### config.mk
export PLATFORM = sky130hd
export DESIGN_NAME = dar_host
export DESIGN_NICKNAME = d
export VERILOG_FILES = /design/src/dar_pkg.sv /design/src/dar_host.sv
export SDC_FILE = /design/constraint.sdc
export NUM_CORES = 1
export LEC_CHECK = 0
export BUFFER_PORTS_ARGS = -buffer_cell sky130_fd_sc_hd__buf_2
export CORE_MARGIN = 5
export CORE_UTILIZATION = 60
export CTS_CLUSTER_SIZE = 30
export DETAILED_ROUTE_END_ITERATION = 10
export PLACE_DENSITY = 0.83
export SLEW_MARGIN = 20
export SYNTH_ARGS = -nofsm -noshare
export SYNTH_HDL_FRONTEND = slang
export SYNTH_SLANG_ARGS = --single-unit
### constraint.sdc
create_clock -name core_clk -period 5.31 [get_ports core_clk]
set_input_delay 0.7965 -clock core_clk [delete_from_list [all_inputs] [get_ports core_clk]]
set_output_delay 0.7965 -clock core_clk [all_outputs]
set_load 0.01 [all_outputs]
### src/dar_pkg.sv
// Purpose: Shared constants for the dual converter serial readout host
// Assumes: core_clk at 50 MHz; device result width 12 or 14 bits
// Notes:   Times are kept in ns and turned into cycle counts here

// ************************************************************
// Package
// ************************************************************
package dar_pkg;

  localparam int CLK_PERIOD_NS = 20;

  // Convert-start low pulse, a least time
  localparam int T_CNV_LOW_NS = 40;
  localparam int CNV_LOW_CYC = (T_CNV_LOW_NS + CLK_PERIOD_NS - 1) / CLK_PERIOD_NS;

  // Quiet time after a read before the next convert-start, a least time
  localparam int T_QUIET_NS = 100;
  localparam int QUIET_CYC = (T_QUIET_NS + CLK_PERIOD_NS - 1) / CLK_PERIOD_NS;

  // Word lengths of the receiver
  localparam int WORD_SHORT = 14;
  localparam int WORD_LONG = 16;
  // Extra clocks for the other channel on one lane
  localparam int SECOND_WORD_BITS = 14;

  // Field widths
  localparam int CNT_W = 16;
  localparam int BIT_W = 6;
  localparam int SHIFT_W = 32;
  localparam int RES_W = 16;
  localparam int DIV_W = 8;

  // Dummy control word sent to raise the frame
  localparam logic [RES_W-1:0] DUMMY_WORD = 16'h0000;

  // Values after reset
  localparam logic [RES_W-1:0] RESULT_RST = 16'h0000;
  localparam logic [SHIFT_W-1:0] SHIFT_RST = 32'h0000_0000;

  typedef enum logic [2:0] {
    DAR_IDLE,
    DAR_CNV_LOW,
    DAR_WAIT_HI,
    DAR_WAIT_LO,
    DAR_SHIFT,
    DAR_QUIET
  } dar_state_e;

endpackage

### src/dar_host.sv
// Purpose: Host side readout of a dual simultaneous-sampling converter
// Assumes: serial clock made here by a divider of core_clk; device
//          status and data pins are asynchronous and synchronised
// Notes:   One frame serves both data lanes; single-lane mode reads
//          the second result after the first on lane A
//
// How it works
// - Device conversion status acts as interrupt; reading starts only after it falls
// - Host makes its own transmit frame and drives it to device select
// - Frame is held low for the whole word transfer
// - One frame output serves both receive lanes in the same frame
// - On conversion done, a dummy word is sent; that raises the frame
// - Receive framing is taken from the transmit frame
// - Each data bit is captured on the falling serial clock edge
// - Dual-lane receive word is 14 bits, or 16 bits ending in two bits of the other result; single-lane reads RES_BITS+14
// - Primary and secondary lanes capture both outputs on one clock
// - Burst mode runs the serial clock continuously; select gates data
// - In burst mode the host makes both clock and frame itself
// - Convert-start falling edge begins conversion; status high while converting
// - Select low for 14 more clocks gives the other result on one line

module dar_host #(
  parameter int RES_BITS = 14,
  parameter int SCLK_HALF = 4
) (
  input wire logic core_clk,
  input wire logic resetn,
  input wire logic start_req,
  input wire logic word_length_setting,
  input wire logic dual_lane,
  input wire logic burst_mode,
  input wire logic conv_busy,
  input wire logic result_out_a,
  input wire logic result_out_b,
  output logic convert_start_n,
  output logic host_tx_frame_sync_n,
  output logic host_rx_frame_sync_n,
  output logic host_rx_serial_clock,
  output logic host_tx_data,
  output logic [dar_pkg::RES_W-1:0] result_a,
  output logic [dar_pkg::RES_W-1:0] result_b,
  output logic result_valid,
  output logic ctrl_busy
);
  import dar_pkg::*;

  // ************************************************************
  // Elaboration checks
  // ************************************************************
  // Two sync stages must settle inside one half period of the serial clock
  if (RES_BITS != 12 && RES_BITS != 14) begin : g_bad_res
    $error("RES_BITS must be 12 or 14");
  end
  // The first fall comes SCLK_HALF-1 cycles after the frame drops, so 3 would sample a stale MSB
  if (SCLK_HALF < 4 || SCLK_HALF > 255) begin : g_bad_half
    $error("SCLK_HALF must lie in 4..255");
  end

  localparam logic [DIV_W-1:0] HALF_LAST = DIV_W'(SCLK_HALF - 1);
  localparam logic [BIT_W-1:0] SINGLE_BITS = BIT_W'(RES_BITS + SECOND_WORD_BITS);

  // ************************************************************
  // Pin synchronisers
  // ************************************************************
  logic [2:0] sync1_reg;
  logic [2:0] sync1_next;
  logic [2:0] sync2_reg;
  logic [2:0] sync2_next;
  logic busy_s;
  logic dat_a_s;
  logic dat_b_s;

  always_comb begin
    sync1_next = {conv_busy, result_out_b, result_out_a};
    sync2_next = sync1_reg;
  end

  always_ff @(posedge core_clk) begin
    if (!resetn) begin
      sync1_reg <= 3'h0;
      sync2_reg <= 3'h0;
    end else begin
      sync1_reg <= sync1_next;
      sync2_reg <= sync2_next;
    end
  end

  assign dat_a_s = sync2_reg[0];
  assign dat_b_s = sync2_reg[1];
  assign busy_s = sync2_reg[2];

  // ************************************************************
  // Serial clock divider
  // ************************************************************
  logic [DIV_W-1:0] div_reg;
  logic [DIV_W-1:0] div_next;
  logic phase_reg;
  logic phase_next;
  logic sclk_fall;
  logic sclk_rise;

  always_comb begin
    div_next = (div_reg == HALF_LAST) ? '0 : div_reg + DIV_W'(1);
    phase_next = (div_reg == HALF_LAST) ? ~phase_reg : phase_reg;
  end

  assign sclk_fall = (div_reg == HALF_LAST) && phase_reg;
  assign sclk_rise = (div_reg == HALF_LAST) && !phase_reg;

  always_ff @(posedge core_clk) begin
    if (!resetn) begin
      div_reg <= '0;
      phase_reg <= 1'b1;
    end else begin
      div_reg <= div_next;
      phase_reg <= phase_next;
    end
  end

  // ************************************************************
  // Conversion and read sequencer
  // ************************************************************
  dar_state_e state_reg;
  dar_state_e state_next;
  logic [CNT_W-1:0] cnt_reg;
  logic [CNT_W-1:0] cnt_next;
  logic [BIT_W-1:0] bit_reg;
  logic [BIT_W-1:0] bit_next;
  logic [BIT_W-1:0] total_reg;
  logic [BIT_W-1:0] total_next;
  logic dual_reg;
  logic dual_next;
  logic burst_reg;
  logic burst_next;
  logic [SHIFT_W-1:0] sh_a_reg;
  logic [SHIFT_W-1:0] sh_a_next;
  logic [RES_W-1:0] sh_b_reg;
  logic [RES_W-1:0] sh_b_next;
  logic [RES_W-1:0] tx_reg;
  logic [RES_W-1:0] tx_next;
  logic cnv_n_reg;
  logic cnv_n_next;
  logic fs_n_reg;
  logic fs_n_next;
  logic rfs_n_reg;
  logic rfs_n_next;
  logic sclk_reg;
  logic sclk_next;
  logic txd_reg;
  logic txd_next;
  logic [RES_W-1:0] res_a_reg;
  logic [RES_W-1:0] res_a_next;
  logic [RES_W-1:0] res_b_reg;
  logic [RES_W-1:0] res_b_next;
  logic valid_reg;
  logic valid_next;
  logic busy_reg;
  logic busy_next;

  always_comb begin
    state_next = state_reg;
    cnt_next = cnt_reg;
    bit_next = bit_reg;
    total_next = total_reg;
    dual_next = dual_reg;
    burst_next = burst_mode;
    sh_a_next = sh_a_reg;
    sh_b_next = sh_b_reg;
    tx_next = tx_reg;
    cnv_n_next = cnv_n_reg;
    fs_n_next = fs_n_reg;
    res_a_next = res_a_reg;
    res_b_next = res_b_reg;
    valid_next = 1'b0;
    case (state_reg)
      DAR_IDLE: begin
        if (start_req) begin
          // Falling convert-start begins both conversions
          cnv_n_next = 1'b0;
          cnt_next = CNT_W'(CNV_LOW_CYC - 1);
          dual_next = dual_lane;
          if (!dual_lane) begin
            total_next = SINGLE_BITS;
          end else if (word_length_setting) begin
            total_next = BIT_W'(WORD_LONG);
          end else begin
            total_next = BIT_W'(WORD_SHORT);
          end
          state_next = DAR_CNV_LOW;
        end
      end
      DAR_CNV_LOW: begin
        if (cnt_reg == '0) begin
          cnv_n_next = 1'b1;
          state_next = DAR_WAIT_HI;
        end else begin
          cnt_next = cnt_reg - CNT_W'(1);
        end
      end
      DAR_WAIT_HI: begin
        if (busy_s) begin
          state_next = DAR_WAIT_LO;
        end
      end
      DAR_WAIT_LO: begin
        // Status falling is the interrupt; frame drops at a high clock phase
        // so the first falling clock edge never coincides with select
        if (!busy_s && phase_reg && div_reg == '0) begin
          fs_n_next = 1'b0;
          tx_next = DUMMY_WORD;
          bit_next = '0;
          sh_a_next = SHIFT_RST;
          sh_b_next = RESULT_RST;
          state_next = DAR_SHIFT;
        end
      end
      DAR_SHIFT: begin
        if (sclk_fall && bit_reg != total_reg) begin
          // Both lanes sample on the same falling edge
          sh_a_next = {sh_a_reg[SHIFT_W-2:0], dat_a_s};
          sh_b_next = {sh_b_reg[RES_W-2:0], dat_b_s};
          tx_next = {tx_reg[RES_W-2:0], 1'b0};
          bit_next = bit_reg + BIT_W'(1);
        end else if (sclk_rise && bit_reg == total_reg) begin
          fs_n_next = 1'b1;
          cnt_next = CNT_W'(QUIET_CYC - 1);
          valid_next = 1'b1;
          if (dual_reg) begin
            // 14-bit word is right-justified with upper bits zero; a 16-bit word ends in two bits of the other result
            res_a_next = sh_a_reg[RES_W-1:0];
            res_b_next = sh_b_reg;
          end else begin
            res_a_next = RES_W'(sh_a_reg[SECOND_WORD_BITS +: RES_BITS]);
            res_b_next = RES_W'(sh_a_reg[RES_BITS-1:0]);
          end
          state_next = DAR_QUIET;
        end
      end
      DAR_QUIET: begin
        if (cnt_reg == '0) begin
          state_next = DAR_IDLE;
        end else begin
          cnt_next = cnt_reg - CNT_W'(1);
        end
      end
      default: begin
        state_next = DAR_IDLE;
        cnv_n_next = 1'b1;
        fs_n_next = 1'b1;
      end
    endcase
    // Receive frame is a copy of the transmit frame
    rfs_n_next = fs_n_next;
    // Clock idles high outside a frame unless burst mode keeps it running
    sclk_next = (burst_reg || state_next == DAR_SHIFT) ? phase_next : 1'b1;
    txd_next = (state_next == DAR_SHIFT) ? tx_next[RES_W-1] : 1'b0;
    busy_next = (state_next != DAR_IDLE);
  end

  always_ff @(posedge core_clk) begin
    if (!resetn) begin
      state_reg <= DAR_IDLE;
      cnt_reg <= '0;
      bit_reg <= '0;
      total_reg <= BIT_W'(WORD_SHORT);
      dual_reg <= 1'b1;
      burst_reg <= 1'b0;
      sh_a_reg <= SHIFT_RST;
      sh_b_reg <= RESULT_RST;
      tx_reg <= DUMMY_WORD;
      cnv_n_reg <= 1'b1;
      fs_n_reg <= 1'b1;
      rfs_n_reg <= 1'b1;
      sclk_reg <= 1'b1;
      txd_reg <= 1'b0;
      res_a_reg <= RESULT_RST;
      res_b_reg <= RESULT_RST;
      valid_reg <= 1'b0;
      busy_reg <= 1'b0;
    end else begin
      state_reg <= state_next;
      cnt_reg <= cnt_next;
      bit_reg <= bit_next;
      total_reg <= total_next;
      dual_reg <= dual_next;
      burst_reg <= burst_next;
      sh_a_reg <= sh_a_next;
      sh_b_reg <= sh_b_next;
      tx_reg <= tx_next;
      cnv_n_reg <= cnv_n_next;
      fs_n_reg <= fs_n_next;
      rfs_n_reg <= rfs_n_next;
      sclk_reg <= sclk_next;
      txd_reg <= txd_next;
      res_a_reg <= res_a_next;
      res_b_reg <= res_b_next;
      valid_reg <= valid_next;
      busy_reg <= busy_next;
    end
  end

  assign convert_start_n = cnv_n_reg;
  assign host_tx_frame_sync_n = fs_n_reg;
  assign host_rx_frame_sync_n = rfs_n_reg;
  assign host_rx_serial_clock = sclk_reg;
  assign host_tx_data = txd_reg;
  assign result_a = res_a_reg;
  assign result_b = res_b_reg;
  assign result_valid = valid_reg;
  assign ctrl_busy = busy_reg;
endmodule

==> flow_metrics.env <==
export IMPL_status="finished, final reports clean"
export IMPL_floorplan_die_area_um2=12200
export IMPL_synth_warnings=0
export IMPL_numCtsBuffers=17
export IMPL_drt_iter0_drc=294
export IMPL_place_congestion=0.869
export IMPL_antenna_found_initial=0
export IMPL_routed_via_density=5.99
export IMPL_tritoncts="yes"
export IMPL_clk_pin_slew_ps=60
export IMPL_crit_path_end_kind="flip-flop"
export IMPL_finalCritPeriodShare_pct=54.3
export IMPL_seq_area_um2=2840
export IMPL_antenna_cells=0
export IMPL_track_usage_pct=23.5
export IMPL_crit_start="div_reg[6]"
export IMPL_hold_class="reg2reg"
export IMPL_worst_pin_slew_ps=1080
export IMPL_dp_slack_ps=2270
export IMPL_finalWorstSetupSlack_ps=2430
export IMPL_power_density_nw_per_um2=487
export IMPL_grt_overflow=0
export IMPL_rows=36
export IMPL_area_growth_pct=13.5
export IMPL_worstPathRequired_ps=5740
export IMPL_postSynthAreaPerCell_um2=8.59
export IMPL_final_common_cell="dfxtp_1"
export IMPL_clk_path_buf_depth=2
export IMPL_drv_cap=0
export IMPL_start_util_pct=61.8
export IMPL_async_flop_share_pct=0
export IMPL_first_global_vias=4707
export IMPL_vias=5167
export IMPL_final_cell_mix="dfxtp_1, nand2_1, nand3_1"
export IMPL_synth_cell_types=62
export IMPL_hold_viol_final=0
export IMPL_cts_setup_buffers=0
export IMPL_period_needed_ps=2880
export IMPL_core_area_um2=9770
export IMPL_drive_gt1_share_pct=14.2
export IMPL_arrival_ps=3310
export IMPL_grt_first_pass_wirelength_mm=22.4
export IMPL_grt_setup_unrepaired="false"
export IMPL_cts_hold_buf=0
export IMPL_ys_ff_latch=142
export IMPL_p_leak_nw=2.62
export IMPL_dp_hpwl_mm=8.46
export IMPL_cts_resized=0
export IMPL_critPathMaxFanout=60
export IMPL_grt_max_degree=105
export IMPL_syn_area_um2=6040
export IMPL_firstDrtPassIters=5
export IMPL_drt_wl_total_mm=13.7
export IMPL_synth_cells=703
export IMPL_max_freq_mhz=347
export IMPL_ios=48
export IMPL_multi_input_area_um2=2930
export IMPL_relSlewSlack_pct=28.0
export IMPL_worstSkewPairLatency_ps=540
export IMPL_min_from="sync1_reg[2]"
export IMPL_total_power_mw=3.34
export IMPL_cts_sinks=142
export IMPL_final_antenna_net_count=0
export IMPL_clk_root_buffer_cell="clkbuf_8"
export IMPL_critPathLaunchType="flip-flop"
export IMPL_fillers=763
export IMPL_htreeDepth=4
export IMPL_avgRoutedWirePerCell_um=15.9
export IMPL_setup_violations=0
export IMPL_critPathKind="reg2reg"
export IMPL_ir_drop_v=0.000488
export IMPL_layout_nets=733
export IMPL_r2r_start="div_reg[6]"
export IMPL_fin_hold_ws_ps=432
export IMPL_fp_dieH_um=110
export IMPL_largest_reg_flops=28
export IMPL_drc=0
export IMPL_ys_flop_type="dfxtp_1"
export IMPL_synth_seq_area_share_pct=47.1
export IMPL_drv_slew=0
export IMPL_synth_edff_count=0
export IMPL_numPortBuffers=47
export IMPL_worst_clock_skew_ps=7.22
export IMPL_finalSetupTns_ps=0
export IMPL_synth_nets=719
export IMPL_dieWidth_um=110
==> logic make-up after synthesis <==
logic type / count (synthesis) / synth area share, %
flip-flops: 142 / 47.1
multiplexers: 30 / 4.97
AND/OR/NAND/NOR: 290 / 23.2
buffers and inverters: 67 / 4.81
XOR/XNOR: 10 / 1.45
AO/OA/AOI/OAI: 157 / 17.0
adder cells (fa/ha/maj): 7 / 1.45
==> cell type report <==
class	count	share of cell area, %
Inverter	11	0.602
Sequential cell	142	41.5
Tap cell	133	2.43
Clock buffer	20	6.50
Multi-Input combinational cell	494	42.8
Timing Repair Buffer	51	3.87
Clock inverter	12	2.34
==> Yosys cell counts (8+ instances only) <==
| library cell | number | area [µm²] |
|---|---|---|
| clkbuf_1 | 36 | 135 |
| buf_2 | 16 | 80.1 |
| nor3_1 | 11 | 55.1 |
| o21ai_0 | 12 | 60.1 |
| nand3_1 | 77 | 385 |
| a21oi_1 | 73 | 365 |
| a211oi_1 | 29 | 218 |
| dfxtp_1 | 142 | 2840 |
| nor2_1 | 53 | 199 |
| inv_1 | 10 | 37.5 |
| mux2i_1 | 30 | 300 |
| nand2_1 | 97 | 364 |
| and2_1 | 8 | 50.1 |
| and3_1 | 8 | 50.1 |
==> metal layers <==
metal | GRT usage (%) | wire length, µm | vias to the layer above
met2 | 38.6 | 6850 | 167
met1 | 29.3 | 5860 | 2442
met3 | 5.47 | 711 | 31
li1 | - | - | 2527
met4 | 10.9 | 286 | 0
met5 | 0 | 0 | -
==> worst paths after layout <==
check	end	slack [ps]	cells after the start
setup / recovery	result_b[9]	2430	10
hold / removal	sync2_reg[2]	430	1
setup reg to reg	result_b[9]	2430	10
hold reg to reg	sync2_reg[2]	430	1
==> critical path, cell delays in order, from the launching register on <==
cell and delay, ps:
dfxtp_1 330, or4_4 580, nor2_1 120, nand2_1 100
inv_1 90, ha_1 170, nand3_1 150, nor3_4 260
buf_4 490, nor2_1 140, a211oi_1 310
==> stage by stage <==
| step | area [µm²] | util, % | std cells |
|---|---|---|---|
| after floorplan | 6040 | - | 703 |
| after global placement | 6240 | 63.9 | 831 |
| after detailed placement | 6240 | 63.9 | 831 |
| after CTS | 6850 | 70.1 | 863 |
| after global routing | 6860 | 70.1 | 863 |
| final | 6860 | 70.1 | 863 |
==> report_power, final <==
part	switching (mW)	internal (mW)
Combinational	0.511	0.323
Sequential	0.157	1.14
Clock	0.458	0.744
Note: power is estimated with default switching activity, not from simulation.
